## config.mk

```make
export PLATFORM = sky130hd
export DESIGN_NAME = flash_sec_top
export DESIGN_NICKNAME = d
export VERILOG_FILES = /design/src/common/flash_sec_pkg.sv /design/src/common/cfg_mem_if.sv /design/src/verilog/cfg_field_mem.sv /design/src/verilog/page_guard.sv /design/src/verilog/flash_sec_top.sv
export VERILOG_INCLUDE_DIRS = /design/src /design/src/common
export SDC_FILE = /design/constraint.sdc
export NUM_CORES = 1
export LEC_CHECK = 0
export BUFFER_PORTS_ARGS = -buffer_cell sky130_fd_sc_hd__buf_4
export CORE_UTILIZATION = 40
export CTS_CLUSTER_SIZE = 16
export DETAILED_ROUTE_END_ITERATION = 7
export GPL_TIMING_DRIVEN = 0
export PLACE_DENSITY = 0.59
export SYNTH_ARGS = -nofsm -noshare
export SYNTH_HDL_FRONTEND = slang
export SYNTH_HIERARCHICAL = 1
export SYNTH_SLANG_ARGS = --single-unit
```

## constraint.sdc

```tcl
create_clock -name clk -period 3.1 [get_ports clk]
set_input_delay 0.155 -clock clk [delete_from_list [all_inputs] [get_ports clk]]
set_output_delay 0.155 -clock clk [all_outputs]
set_load 0.02 [all_outputs]
```

## src/common/flash_sec_defines.svh

```systemverilog
/*
  Constants of the flash security and protection block: register indices, configuration field layout,
  field positions, codes and reset values. Assumes inclusion by bare name from design files.
*/
`ifndef FLASH_SEC_DEFINES_SVH
`define FLASH_SEC_DEFINES_SVH

`define FS_AXI_AW          8
`define FS_IDX_W           6
`define FS_IDX_PAGE        6'h00
`define FS_IDX_GUARD       6'h01
`define FS_IDX_TEST        6'h02
`define FS_IDX_LOCK        6'h03
`define FS_IDX_KEYLO       6'h04
`define FS_IDX_KEYHI       6'h05
`define FS_IDX_CTRL        6'h06
`define FS_IDX_CFGPGM      6'h07

`define FS_CFG_BASE        16'hFF00
`define FS_CFG_BYTES       16
`define FS_CFG_AW          4
`define FS_CFG_KEY0        4'h0
`define FS_KEY_BYTES       4'h8
`define FS_CFG_PROT        4'hD
`define FS_CFG_SEC         4'hF
`define FS_CFG_ERASED      8'hFF

`define FS_BACKDOOR_UNLOCK_ENABLE_MSB       7
`define FS_BACKDOOR_UNLOCK_ENABLE_LSB       6
`define FS_NV_MSB          5
`define FS_NV_LSB          2
`define FS_SEC_MSB         1
`define FS_SEC_LSB         0
`define FS_BACKDOOR_UNLOCK_ENABLE_ON        2'h2
`define FS_SEC_UNSEC       2'h2

`define FS_GUARD_ALL       7
`define FS_GUARD_HI_EN     6
`define FS_GUARD_HI_SZ_MSB 5
`define FS_GUARD_HI_SZ_LSB 4
`define FS_GUARD_LO_EN     3
`define FS_GUARD_LO_SZ_MSB 2
`define FS_GUARD_LO_SZ_LSB 1
`define FS_GUARD_REM_EN    0

`define FS_FIX_LO_BASE     16'h4000
`define FS_WIN_LO          16'h8000
`define FS_WIN_HI          16'hBFFF
`define FS_FIX_HI_BASE     16'hC000
`define FS_PAGE_FIX_LO     6'h3E
`define FS_PAGE_FIX_HI     6'h3F
`define FS_PAGE_RST        6'h00
`define FS_PAGE_W          6
`define FS_OFS_W           14
`define FS_PHYS_W          17

`define FS_RESP_OKAY       2'h0
`define FS_RESP_SLVERR     2'h2
`define FS_CTRL_START      0
`define FS_STAT_READY      0
`define FS_STAT_BUSY       1
`define FS_STAT_UNLOCKED   2
`define FS_STAT_FAIL       3
`define FS_CFGPGM_A_MSB    11
`define FS_CFGPGM_A_LSB    8

`endif

```

## src/common/flash_sec_pkg.sv

```systemverilog
/*
  Types of the flash security and protection block: sequencer states and the state records of its modules.
  Assumes flash_sec_defines.svh is available on the include path.
*/
`include "flash_sec_defines.svh"

package flash_sec_pkg;

  typedef enum logic [4:0] {
    ST_LOADP = 5'h01,
    ST_LOADS = 5'h02,
    ST_LOADW = 5'h04,
    ST_IDLE  = 5'h08,
    ST_KEY   = 5'h10
  } seq_state_t;

  typedef struct packed {
    seq_state_t              fsm;
    logic [`FS_PAGE_W-1:0]   page;
    logic [7:0]              prot;
    logic [7:0]              sec;
    logic [63:0]             keyCand;
    logic [3:0]              keyIdx;
    logic                    keyMatch;
    logic                    unlocked;
    logic                    keyFail;
    logic                    cfgReady;
    logic                    secured;
    logic                    backdoor_unlock_enable;
    logic                    awHeld;
    logic [`FS_AXI_AW-1:0]   awAddr;
    logic                    wHeld;
    logic [31:0]             wData;
    logic [3:0]              wStrb;
    logic                    awready;
    logic                    wready;
    logic                    bvalid;
    logic [1:0]              bresp;
    logic                    arready;
    logic                    rvalid;
    logic [31:0]             rdata;
    logic [1:0]              rresp;
  } top_state_t;

  typedef struct packed {
    logic [`FS_PHYS_W-1:0]   phys;
    logic                    hit;
    logic                    prot;
  } guard_state_t;

  typedef struct packed {
    logic [7:0]              rdData;
  } mem_state_t;

endpackage : flash_sec_pkg

```

## src/common/cfg_mem_if.sv

```systemverilog
/*
  Port bundle between the sequencer and the configuration field store.
  Assumes one clock shared by both ends; read data follow a read enable by one cycle.
*/
`timescale 1ns/10ps
`include "flash_sec_defines.svh"

interface cfg_mem_if;
  logic                    wrEn;
  logic [`FS_CFG_AW-1:0]   wrAddr;
  logic [7:0]              wrData;
  logic                    rdEn;
  logic [`FS_CFG_AW-1:0]   rdAddr;
  logic [7:0]              rdData;

  modport mem  (input wrEn, wrAddr, wrData, rdEn, rdAddr, output rdData);
  modport user (output wrEn, wrAddr, wrData, rdEn, rdAddr, input rdData);
endinterface : cfg_mem_if

```

## src/verilog/cfg_field_mem.sv

```systemverilog
/*
  Store of the sixteen-byte nonvolatile configuration field with a registered read port.
  Assumes the single system clock; contents survive rst_n and start erased.
*/
`timescale 1ns/10ps
`include "flash_sec_defines.svh"

module cfg_field_mem (
  input  wire logic  clk,
  input  wire logic  rst_n,
  cfg_mem_if.mem     bus
);
  logic [7:0]               store [`FS_CFG_BYTES] = '{default: `FS_CFG_ERASED};
  flash_sec_pkg::mem_state_t s_r;
  flash_sec_pkg::mem_state_t s_nxt;

  always_ff @(posedge clk) begin
    if (bus.wrEn) begin
      store[bus.wrAddr] <= bus.wrData;
    end
  end

  always_comb begin
    s_nxt = s_r;
    if (bus.rdEn) begin
      s_nxt.rdData = store[bus.rdAddr];
    end
  end

  always_ff @(posedge clk) begin
    if (!rst_n) begin
      s_r <= '0;
    end else begin
      s_r <= s_nxt;
    end
  end

  assign bus.rdData = s_r.rdData;
endmodule : cfg_field_mem

```

## src/verilog/page_guard.sv

```systemverilog
/*
  Maps a CPU address onto the physical flash array and decides whether it lies in a protected region.
  Assumes page select and guard byte from the register file; results appear one cycle after the address.
*/
`timescale 1ns/10ps
`include "flash_sec_defines.svh"

module page_guard #(
  parameter int NUM_PAGES   = 6,
  parameter int LOWER_UNIT  = 1024,
  parameter int HIGHER_UNIT = 2048
) (
  input  wire logic                  clk,
  input  wire logic                  rst_n,
  input  wire logic [15:0]           cpuAddr,
  input  wire logic [`FS_PAGE_W-1:0] pageSel,
  input  wire logic [7:0]            guard,
  output logic [`FS_PHYS_W-1:0]      physAddr,
  output logic                       hit,
  output logic                       guarded
);
  localparam logic [`FS_PAGE_W-1:0] FIRST_PAGE  = `FS_PAGE_W'(64 - NUM_PAGES);
  localparam int                    ARRAY_BYTES = NUM_PAGES * (1 << `FS_OFS_W);

  flash_sec_pkg::guard_state_t s_r;
  flash_sec_pkg::guard_state_t s_nxt;

  always_comb begin
    logic [`FS_PAGE_W-1:0] sel;
    logic                  inMap;
    logic [`FS_PHYS_W-1:0] phys;
    logic [`FS_PHYS_W-1:0] lowTop;
    logic [`FS_PHYS_W-1:0] highBase;
    logic                  inLow;
    logic                  inHigh;
    sel      = `FS_PAGE_RST;
    inMap    = 1'b1;
    if (cpuAddr >= `FS_FIX_HI_BASE) begin
      sel = `FS_PAGE_FIX_HI;
    end else if (cpuAddr >= `FS_WIN_LO) begin
      sel = pageSel;
    end else if (cpuAddr >= `FS_FIX_LO_BASE) begin
      sel = `FS_PAGE_FIX_LO;
    end else begin
      inMap = 1'b0;
    end
    phys     = {3'(sel - FIRST_PAGE), cpuAddr[`FS_OFS_W-1:0]};
    lowTop   = `FS_PHYS_W'((int'(guard[`FS_GUARD_LO_SZ_MSB:`FS_GUARD_LO_SZ_LSB]) + 1) * LOWER_UNIT);
    highBase = `FS_PHYS_W'(ARRAY_BYTES - (int'(guard[`FS_GUARD_HI_SZ_MSB:`FS_GUARD_HI_SZ_LSB]) + 1) * HIGHER_UNIT);
    inLow    = phys < lowTop;
    inHigh   = phys >= highBase;
    s_nxt.phys = phys;
    s_nxt.hit  = inMap && (sel >= FIRST_PAGE);
    // Each region is enabled on its own, so the lower area may stay open while the rest is locked.
    s_nxt.prot = s_nxt.hit && (guard[`FS_GUARD_ALL]
               || (guard[`FS_GUARD_LO_EN] && inLow)
               || (guard[`FS_GUARD_HI_EN] && inHigh)
               || (guard[`FS_GUARD_REM_EN] && !inLow && !inHigh));
  end

  always_ff @(posedge clk) begin
    if (!rst_n) begin
      s_r <= '0;
    end else begin
      s_r <= s_nxt;
    end
  end

  assign physAddr = s_r.phys;
  assign hit      = s_r.hit;
  assign guarded  = s_r.prot;
endmodule : page_guard

```

## src/verilog/flash_sec_top.sv

```systemverilog
/*
  Flash security and protection configuration: AXI4-Lite register file, load of the configuration field
  after reset, backdoor key comparison and the paged, guarded address map.
  Assumes one 20 MHz clock, synchronous active-low reset and a single-outstanding AXI4-Lite master.
*/
`timescale 1ns/10ps
`include "flash_sec_defines.svh"

// Summary of operation
// Window 0x8000-0xBFFF maps selected physical page.
// Page codes 0x3E/0x3F alias fixed pages.
// Guard register can protect whole array.
// Lower, higher, remaining regions enable independently.
// Lower open while remaining protected allowed.
// Defaults and security come from config field.
// Eight key bytes at 0xFF00-0xFF07 compared.
// Guard default loads from byte 0xFF0D.
// Lock and options load from 0xFF0F.
// Backdoor enabled only when enable field is 10.
// Bits 5-2 are plain user flags.
// Unsecured only when lock state is 10.
// Successful backdoor forces lock state to 10.
// Factory test register reads zero, ignores writes.
// Reset release copies config bytes into registers.
module flash_sec_top #(
  parameter int NUM_PAGES   = 6,
  parameter int LOWER_UNIT  = 1024,
  parameter int HIGHER_UNIT = 2048
) (
  input  wire logic                  clk,
  input  wire logic                  rst_n,
  input  wire logic [`FS_AXI_AW-1:0] awaddr,
  input  wire logic                  awvalid,
  output logic                       awready,
  input  wire logic [31:0]           wdata,
  input  wire logic [3:0]            wstrb,
  input  wire logic                  wvalid,
  output logic                       wready,
  output logic [1:0]                 bresp,
  output logic                       bvalid,
  input  wire logic                  bready,
  input  wire logic [`FS_AXI_AW-1:0] araddr,
  input  wire logic                  arvalid,
  output logic                       arready,
  output logic [31:0]                rdata,
  output logic [1:0]                 rresp,
  output logic                       rvalid,
  input  wire logic                  rready,
  input  wire logic [15:0]           cpuAddr,
  output logic [`FS_PHYS_W-1:0]      physAddr,
  output logic                       windowHit,
  output logic                       regionProtected,
  output logic                       chipSecured,
  output logic                       backdoorEnabled,
  output logic [3:0]                 userFlags,
  output logic                       configLoaded
);
  localparam flash_sec_pkg::top_state_t RST_STATE = '{
    fsm:      flash_sec_pkg::ST_LOADP,
    page:     `FS_PAGE_RST,
    prot:     `FS_CFG_ERASED,
    sec:      `FS_CFG_ERASED,
    secured:  1'b1,
    default:  '0
  };

  flash_sec_pkg::top_state_t s_r;
  flash_sec_pkg::top_state_t s_nxt;
  cfg_mem_if                 memBus ();

  function automatic logic [31:0] laneMerge(input logic [31:0] old, input logic [31:0] nw, input logic [3:0] strb);
    logic [31:0] res;
    res = old;
    for (int i = 0; i < 4; i++) begin
      if (strb[i]) begin
        res[8*i +: 8] = nw[8*i +: 8];
      end
    end
    return res;
  endfunction : laneMerge

  function automatic logic isMapped(input logic [`FS_IDX_W-1:0] idx);
    return idx <= `FS_IDX_CFGPGM;
  endfunction : isMapped

  always_comb begin
    logic                  awFire;
    logic                  wFire;
    logic                  arFire;
    logic [`FS_IDX_W-1:0]  wIdx;
    logic [`FS_IDX_W-1:0]  rIdx;
    logic [31:0]           merged;
    logic [2:0]            cmpIdx;
    logic                  match;
    awFire = awvalid && s_r.awready;
    wFire  = wvalid && s_r.wready;
    arFire = arvalid && s_r.arready;
    wIdx   = '0;
    rIdx   = araddr[`FS_AXI_AW-1:2];
    merged = '0;
    cmpIdx = '0;
    match  = 1'b0;
    s_nxt  = s_r;
    memBus.wrEn   = 1'b0;
    memBus.wrAddr = '0;
    memBus.wrData = '0;
    memBus.rdEn   = 1'b0;
    memBus.rdAddr = '0;

    unique case (s_r.fsm)
      flash_sec_pkg::ST_LOADP: begin
        memBus.rdEn   = 1'b1;
        memBus.rdAddr = `FS_CFG_PROT;
        s_nxt.fsm     = flash_sec_pkg::ST_LOADS;
      end
      flash_sec_pkg::ST_LOADS: begin
        s_nxt.prot    = memBus.rdData;
        memBus.rdEn   = 1'b1;
        memBus.rdAddr = `FS_CFG_SEC;
        s_nxt.fsm     = flash_sec_pkg::ST_LOADW;
      end
      flash_sec_pkg::ST_LOADW: begin
        s_nxt.sec      = memBus.rdData;
        s_nxt.cfgReady = 1'b1;
        s_nxt.fsm      = flash_sec_pkg::ST_IDLE;
      end
      flash_sec_pkg::ST_IDLE: begin
      end
      flash_sec_pkg::ST_KEY: begin
        // Read data lag the address by one cycle, so byte k is checked while byte k+1 is fetched.
        if (s_r.keyIdx < `FS_KEY_BYTES) begin
          memBus.rdEn   = 1'b1;
          memBus.rdAddr = `FS_CFG_KEY0 + s_r.keyIdx;
        end
        if (s_r.keyIdx != '0) begin
          cmpIdx = 3'(s_r.keyIdx - 4'h1);
          match  = s_r.keyMatch && (memBus.rdData == s_r.keyCand[{cmpIdx, 3'b000} +: 8]);
          s_nxt.keyMatch = match;
        end
        if (s_r.keyIdx == `FS_KEY_BYTES) begin
          s_nxt.fsm = flash_sec_pkg::ST_IDLE;
          if (match && s_r.backdoor_unlock_enable) begin
            s_nxt.unlocked = 1'b1;
            s_nxt.sec[`FS_SEC_MSB:`FS_SEC_LSB] = `FS_SEC_UNSEC;
          end else begin
            s_nxt.keyFail = 1'b1;
          end
        end else begin
          s_nxt.keyIdx = s_r.keyIdx + 4'h1;
        end
      end
    endcase

    if (s_r.bvalid && bready) begin
      s_nxt.bvalid = 1'b0;
    end
    if (awFire) begin
      s_nxt.awHeld = 1'b1;
      s_nxt.awAddr = awaddr;
    end
    if (wFire) begin
      s_nxt.wHeld = 1'b1;
      s_nxt.wData = wdata;
      s_nxt.wStrb = wstrb;
    end
    if (s_nxt.awHeld && s_nxt.wHeld && !s_nxt.bvalid) begin
      wIdx         = s_nxt.awAddr[`FS_AXI_AW-1:2];
      s_nxt.awHeld = 1'b0;
      s_nxt.wHeld  = 1'b0;
      s_nxt.bvalid = 1'b1;
      s_nxt.bresp  = isMapped(wIdx) ? `FS_RESP_OKAY : `FS_RESP_SLVERR;
      merged       = laneMerge(32'h0000_0000, s_nxt.wData, s_nxt.wStrb);
      unique case (wIdx)
        `FS_IDX_PAGE: begin
          if (s_nxt.wStrb[0]) begin
            s_nxt.page = merged[`FS_PAGE_W-1:0];
          end
        end
        `FS_IDX_GUARD: begin
          if (s_nxt.wStrb[0]) begin
            s_nxt.prot = merged[7:0];
          end
        end
        `FS_IDX_KEYLO: begin
          s_nxt.keyCand[31:0] = laneMerge(s_r.keyCand[31:0], s_nxt.wData, s_nxt.wStrb);
        end
        `FS_IDX_KEYHI: begin
          s_nxt.keyCand[63:32] = laneMerge(s_r.keyCand[63:32], s_nxt.wData, s_nxt.wStrb);
        end
        `FS_IDX_CTRL: begin
          if (s_nxt.wStrb[0] && merged[`FS_CTRL_START] && s_r.fsm == flash_sec_pkg::ST_IDLE) begin
            s_nxt.keyFail  = !s_r.backdoor_unlock_enable;
            s_nxt.keyMatch = 1'b1;
            s_nxt.keyIdx   = '0;
            s_nxt.fsm      = s_r.backdoor_unlock_enable ? flash_sec_pkg::ST_KEY : flash_sec_pkg::ST_IDLE;
          end
        end
        `FS_IDX_CFGPGM: begin
          memBus.wrEn   = s_nxt.wStrb[0];
          memBus.wrAddr = s_nxt.wData[`FS_CFGPGM_A_MSB:`FS_CFGPGM_A_LSB];
          memBus.wrData = s_nxt.wData[7:0];
        end
        default: begin
          // Test slot, read-only lock register and unmapped words change nothing.
        end
      endcase
    end
    s_nxt.awready = !s_nxt.awHeld && !s_nxt.bvalid;
    s_nxt.wready  = !s_nxt.wHeld && !s_nxt.bvalid;

    if (s_r.rvalid && rready) begin
      s_nxt.rvalid = 1'b0;
    end
    if (arFire) begin
      s_nxt.rvalid = 1'b1;
      s_nxt.rresp  = isMapped(rIdx) ? `FS_RESP_OKAY : `FS_RESP_SLVERR;
      unique case (rIdx)
        `FS_IDX_PAGE:   s_nxt.rdata = {{(32-`FS_PAGE_W){1'b0}}, s_r.page};
        `FS_IDX_GUARD:  s_nxt.rdata = {24'h00_0000, s_r.prot};
        `FS_IDX_TEST:   s_nxt.rdata = 32'h0000_0000;
        `FS_IDX_LOCK:   s_nxt.rdata = {24'h00_0000, s_r.sec};
        `FS_IDX_KEYLO:  s_nxt.rdata = s_r.keyCand[31:0];
        `FS_IDX_KEYHI:  s_nxt.rdata = s_r.keyCand[63:32];
        `FS_IDX_CTRL: begin
          s_nxt.rdata = 32'h0000_0000;
          s_nxt.rdata[`FS_STAT_READY]    = s_r.cfgReady;
          s_nxt.rdata[`FS_STAT_BUSY]     = s_r.fsm != flash_sec_pkg::ST_IDLE;
          s_nxt.rdata[`FS_STAT_UNLOCKED] = s_r.unlocked;
          s_nxt.rdata[`FS_STAT_FAIL]     = s_r.keyFail;
        end
        default:        s_nxt.rdata = 32'h0000_0000;
      endcase
    end
    s_nxt.arready = !s_nxt.rvalid;

    s_nxt.secured = s_nxt.sec[`FS_SEC_MSB:`FS_SEC_LSB] != `FS_SEC_UNSEC;
    s_nxt.backdoor_unlock_enable   = s_nxt.sec[`FS_BACKDOOR_UNLOCK_ENABLE_MSB:`FS_BACKDOOR_UNLOCK_ENABLE_LSB] == `FS_BACKDOOR_UNLOCK_ENABLE_ON;
  end

  always_ff @(posedge clk) begin
    if (!rst_n) begin
      s_r <= RST_STATE;
    end else begin
      s_r <= s_nxt;
    end
  end

  cfg_field_mem u_cfg (
    .clk   (clk),
    .rst_n (rst_n),
    .bus   (memBus.mem)
  );

  page_guard #(
    .NUM_PAGES   (NUM_PAGES),
    .LOWER_UNIT  (LOWER_UNIT),
    .HIGHER_UNIT (HIGHER_UNIT)
  ) u_guard (
    .clk      (clk),
    .rst_n    (rst_n),
    .cpuAddr  (cpuAddr),
    .pageSel  (s_r.page),
    .guard    (s_r.prot),
    .physAddr (physAddr),
    .hit      (windowHit),
    .guarded  (regionProtected)
  );

  assign awready         = s_r.awready;
  assign wready          = s_r.wready;
  assign bvalid          = s_r.bvalid;
  assign bresp           = s_r.bresp;
  assign arready         = s_r.arready;
  assign rvalid          = s_r.rvalid;
  assign rdata           = s_r.rdata;
  assign rresp           = s_r.rresp;
  assign chipSecured     = s_r.secured;
  assign backdoorEnabled = s_r.backdoor_unlock_enable;
  assign userFlags       = s_r.sec[`FS_NV_MSB:`FS_NV_LSB];
  assign configLoaded    = s_r.cfgReady;
endmodule : flash_sec_top

```

==> Word-level counts from Yosys, hierarchy flattened <==
Memory sizes are Yosys's and may differ from the RTL's. A register that Yosys moved wholly into a read port is not among the register bits.
Cells that the tools add are included.
{ "totals": {"ff_bits": 207, "ramBits": 128, "input_bits": 75, "output_inout_bits": 67, "wordCells": 179, "memories": 1} }
{ "memory_table": {"columns": ["name", "depth", "word_bits", "rd", "rd_ports_with_merged_regs", "write_ports", "line", "source"], "rows": [
  ["u_cfg.store", 16, 8, 1, 1, 1, "cfg_field_mem.sv:13", "logic [7:0] store [`FS_CFG_BYTES] = '{default: `FS_CFG_ERASED};"]
]} }
{ "op_classes": {"n_addsub": 6, "order_cmp": 9, "n_eq_ne": 20, "shifts": 1, "n_mux": 60, "reduce_logical": 45} }
{ "op_table": {"columns": ["operator", "count"], "rows": [
  ["$pmux W32 S6", 1],
  ["$shiftx A64 B7 Y8", 1],
  ["$mux W8", 7],
  ["$eq A6 B3 Y1 const B", 7],
  ["$mux W37", 1],
  ["$mux W6", 6],
  ["$mux W35", 1],
  ["$mux W5", 7],
  ["$ge A16 B16 Y1 const B", 2],
  ["$reduce_and A3 Y1", 10],
  ["$mux W1", 20],
  ["$pmux W5 S4", 1],
  ["$logic_and A1 B1 Y1", 19],
  ["$mux W19", 1],
  ["$ge A17 B17 Y1", 1],
  ["$lt A17 B17 Y1", 1],
  ["$sub A16 B17 Y17 const A", 1],
  ["$ge A16 B15 Y1 const B", 1],
  ["$mux W4", 4],
  ["$eq A6 B1 Y1 const B", 2],
  ["$le A6 B3 Y1 const B", 2],
  ["$logic_not A6 Y1", 2],
  ["$pmux W4 S3", 1],
  ["$mux W2", 5],
  ["other kinds (26)", 37]
]} }

==> Depth between registers and ports, before layout <==
{ "depth": {"ltp_word": 13, "depth_mapped": 12} }

==> Modules after synthesis <==
Netlist, hierarchy kept.
{ "by_module_without_submodules": {"columns": ["module", "n_inst", "cells_per_inst", "area_each_um2"], "rows": [
  ["flash_sec_top", 1, 902, 8649.5],
  ["cfg_field_mem", 1, 318, 5351.4],
  ["page_guard", 1, 82, 820.8]
]} }

==> Least setup slack after synthesis <==
OpenSTA, ideal clock, no wires.
{ "synth_path": {"kind": "flip-flop to flip-flop", "startpoint": "reg s_r, in the netlist awready", "endpoint": "mem u_cfg.store[0][0], enable pin", "setup_ps": 383, "t_arrival_ps": 2832, "required_ps": 2717, "path_slack_ps": -115, "path_stages_with_launch": 10, "cell_sequence": "dfxtp_1 -> and2_1 -> buf_2 -> mux2_2 -> nand3_1 -> or3_1 -> clkbuf_1 -> nor2_1 -> or3b_1 -> nor3_1"} }
{ "synth_between": {"word_cells_on_any_way": 11, "cone_classes": "eq/ne (1); mux (7); reduce/logical (3)"} }
{ "synth_lines": {"columns": ["item", "line", "source"], "rows": [
  ["start: declaration", "flash_sec_top.sv:67", "flash_sec_pkg::top_state_t s_r;"],
  ["start signal: assignment", "flash_sec_top.sv:244", "s_r <= s_nxt;"],
  ["$logic_and A1 B1 Y1 *", "flash_sec_top.sv:95", "awFire = awvalid && s_r.awready;"],
  ["$mux W9 *", "flash_sec_top.sv:157", "if (awFire) begin"],
  ["$eq A6 B3 Y1 / $logic_and A1 B1 Y1 (equally long branches)", "flash_sec_top.sv:173, flash_sec_top.sv:166", null],
  ["$mux W4 / $logic_and A1 B1 Y1 (equally long branches)", "flash_sec_top.sv:173, flash_sec_top.sv:166", null],
  ["$mux W4 *", "flash_sec_top.sv:166", "if (s_nxt.awHeld && s_nxt.wHeld && !s_nxt.bvalid) begin"],
  ["named net memBus.wrAddr[2]", "cfg_mem_if.sv:10", "logic [`FS_CFG_AW-1:0] wrAddr;"],
  ["end: declaration", "cfg_field_mem.sv:13", null]
]} }
The timed path passes the listed nets; every way through them passes the cells marked *.

==> Worst setup path after layout <==
{ "layout_path": {"startpoint": "reg s_r[93] (netlist bit)", "endpoint": "reg s_r, in the netlist chipSecured"} }
{ "layout_between": {"elab_chain_cells": 11, "word_cells_on_any_way": 13, "cone_classes": "add/sub (1); eq/ne (3); shift (1); mux (5); reduce/logical (3)"} }
{ "layout_lines": {"columns": ["item", "line", "source"], "rows": [
  ["$sub A3 B1 Y3", "flash_sec_top.sv:136", "cmpIdx = 3'(s_r.keyIdx - 4'h1);"],
  ["$shiftx A64 B7 Y8", "flash_sec_top.sv:137", "match = s_r.keyMatch && (memBus.rdData == s_r.keyCand[{cmpIdx, 3'b000} +: 8]);"],
  ["$eq A8 B8 Y1", "flash_sec_top.sv:137", null],
  ["$logic_and A1 B1 Y1", "flash_sec_top.sv:137", null],
  ["$mux W1", "flash_sec_top.sv:135", "if (s_r.keyIdx != '0) begin"],
  ["$mux W1", "flash_sec_top.sv:110", "unique case (s_r.fsm)"],
  ["$logic_and A1 B1 Y1", "flash_sec_top.sv:142", "if (match && s_r.backdoor_unlock_enable) begin"],
  ["$mux W2", "flash_sec_top.sv:142", null],
  ["$mux W2 *", "flash_sec_top.sv:140", "if (s_r.keyIdx == `FS_KEY_BYTES) begin"],
  ["$pmux W2 S2 *", "flash_sec_top.sv:110", null],
  ["$ne A2 B2 Y1 (no source line) *", null, null]
]} }
Mark *: on every way between the ends. The rest lies on a longest branch, timed or not. The select of a mux whose other input is x is not followed.
A chain may end at the register's enable or synchronous reset.

==> results.toml <==
[synthesis]
synth.area.top_cells = "dfxtp_1 (28%), edfxtp_1 (26%), mux2i_1 (8.4%)"
yosys-top-cells-count = "dfxtp_1 (211), nand2_1 (157), edfxtp_1 (128)"
ys_seq_elements = 339
yosys_most_used_dff = "dfxtp_1"
yosys_warnings = 6
netlist_area_sq_um = 14800
synth_top_area_cell = "dfxtp_1"
seq_area_frac_synth_pct = 54.4
async_reset_ff_share_pct = 0
syn_inst = 1302
yosys.cell_types.count = 66
synth_edf_count = 128
synth_top_area_share_pct = 28.5
syn_area_per_cell_sq_um = 11.4
synth_most_common_cell = "dfxtp_1"

[power_and_ir_drop]
power_density_nw_per_um2 = 639
intPower_uw = 8360
switching_share_pct = 29.1
comb_power_share_pct = 23.0
pwr-share-clk_pct = 34.8
p_leak_uw = 0.00830
ir_drop_mv = 0.276
power.share.sequential_pct = 42.2
p_switching_uw = 3440

[grt]
antenna_found_initial = 1
overflow = 0
grt_pass1_vias = 10400
grt_use_total_pct = 21.5
grt_first_pass_wirelength_mm = 61.7
grt_max_degree = 17

[layout]
fill_cells = 3261
layout.cells.non_filler = 2028
n_antenna_cell = 0
final_area_sq_um = 18500
final_nets = 1628
post-route-util_pct = 50.6
drive_above_1_share_pct = 21.9
syn2layout_area_growth_pct = 24.7

[worst_setup_path]
crit_path_end_kind = "flop"
path_class = "reg -> reg"
start_kind = "flop"
arrival_ns = 3.40
crit_required_ns = 3.50
ff2ff_path_depth = 13
crit_path_max_fanout = 10

[clock_network]
root_buffer = "clkbuf_16"
max-clock-path-buffers = 3
htreeDepth = 2
cts.sinks = 339
path_clk_slew_ns = 0.06
cts_buffers = 37
cts_tree = "done"
worstSkewPairLatency_ns = 0.53

[placed_design]
post-place-ws_ns = -1.15
place_congestion = 0.907
placed_cells = 1905
numPortBuffers = 134
placed_cell_area_sq_um = 16400
place_hpwl_mm = 30.0

[hold_path]
min-delay-path-class = "in -> reg"
min_path_cells = 3

[timing]
final_max_slew_viol_count = 0
min_period_over_period_pct = 96.9
rsz0062_at_grt = "yes"
worst_slew_pin_slew_ns = 1.20
fin_skew_ns = 0.0221
slew_headroom_pct = 17.9
max_freq_ghz = 0.333
whs_ns = 0.0142
setup_viol = 0
finalHoldViolations = 0
timing.final.ws_setup_ns = 0.0951
fin_crit_ns = 3.00

[drt]
drtPass1Iterations = 5
viasPerCell = 5.37
drc = 0
drtAntennaViolNets = 0
routedWlPerCell_um = 20.4
drtIter0Drc = 829
wirelength_mm = 41.4
via_count = 10900

[floorplanning]
die_h_um = 194
io_pins = 142
placeableCoreArea_sq_um = 36500
die-area_sq_um = 37800
dieWidth_um = 194
rows = 70
start_util_pct = 40.6

[status]
status = "complete, no violations"

[flow_run]
max-cap-violations = 0
## critical path: stages (launching register included)
cell,delay [ns]
dfxtp_1,0.35
buf_6,0.12
buf_12,0.14
inv_1,0.09
ha_1,0.30
buf_6,0.14
buf_8,0.15
mux4_2,0.33
xnor2_1,0.16
nand4_1,0.13
buf_4,0.18
nor4_4,0.35
o41ai_4,0.16
a31o_1,0.29
## state kept, by name, summed over array words and instances (netlist names)
signal and flops:
bresp 1, u_cfg/bus.rdData 8, configLoaded 1, backdoorEnabled 1
userFlags 4, s_r 138, u_cfg/store 128, arready 1
rdata 32, bvalid 1, rvalid 1, rresp 1
u_guard/physAddr 17, awready 1, u_guard/hit 1, u_guard/guarded 1
chipSecured 1, wready 1
## final timing paths
| check | from | endpoint | slack (ns) |
|---|---|---|---|
| min reg2reg | s_r[77] | wready | 0.42 |
| max | s_r[93] | chipSecured | 0.1 |
| min | wdata[11] | s_r[56] | 0.01 |
| max reg2reg | s_r[93] | chipSecured | 0.1 |
## power by group through the flow
stage	Combinational, uW	Sequential (uW)	Clock, uW
after floorplan	1780	4970	0
after global placement	2470	5070	0
after detailed placement	2490	5070	0
after CTS	2560	4970	4200
after global routing	2920	4980	4380
final	2720	4970	4110
## cell families after synthesis
family | Yosys count | share of synthesized area [%]
fa+ha+maj | 12 | 1.01
buf+inv | 131 | 5.39
mux | 152 | 11.9
other cells | 2 | 0.0507
simple gates | 418 | 14.1
xor+xnor | 22 | 1.30
compound gates | 226 | 11.8
flops | 339 | 54.4
## layout by cell type (no fill, tap or decap), types with 8 or more instances in the layout
cell / count
edfxtp_1: 128
nor2b_1: 51
mux4_1: 9
buf_2: 11
dfxtp_1: 211
o21ai_0: 38
buf_4: 193
mux2_2: 12
a22oi_1: 53
buf_12: 8
xnor2_1: 18
dlygate4sd3_1: 44
clkbuf_16: 37
nor2_2: 9
buf_6: 9
nor3_1: 11
ha_1: 12
clkbuf_1: 56
nand4_1: 9
inv_1: 15
nand2_1: 155
o211a_1: 64
nand3b_1: 10
nor2_4: 15
nor2_1: 36
a21oi_1: 25
mux2i_1: 122
nand3_1: 33
and2_1: 44
## layout make-up
type	count	area, sq um	area share [%]
clock buffer	53	1020	5.52
sequential	339	8070	43.7
buffer	116	764	4.14
tap	468	586	3.17
inverter	15	56.3	0.305
timing repair buffer	199	1670	9.02
multi-input combinational	833	6240	33.8
clock inverter	5	78.8	0.427
## through the flow
step / power, uW / TNS, ns
3_3_place_gp: 7540 / -143.55
5_1_grt: 12300 / -0.353
4_1_cts: 11700 / -8.48
6_report: 11800 / 0
2_1_floorplan: 6750 / 0
3_5_place_dp: 7560 / -160.80
## timing repair
action	in CTS	in global routing
buffers inserted	7	14
endpoints found under the setup margin	260	213
pin swaps	5	15
gates resized for setup	34	36
hold endpoints to repair	44	0
hold buffers	44	0
## metal layers
metal  GRT usage, %  up-vias  wire (um)
li1               -     5158          -
met1           30.9     5299      19300
met2           33.7      367      18700
met3           3.04       72       2360
met4           6.20        2        974
met5              0        -         14
Power figures use the tool's default switching activity.
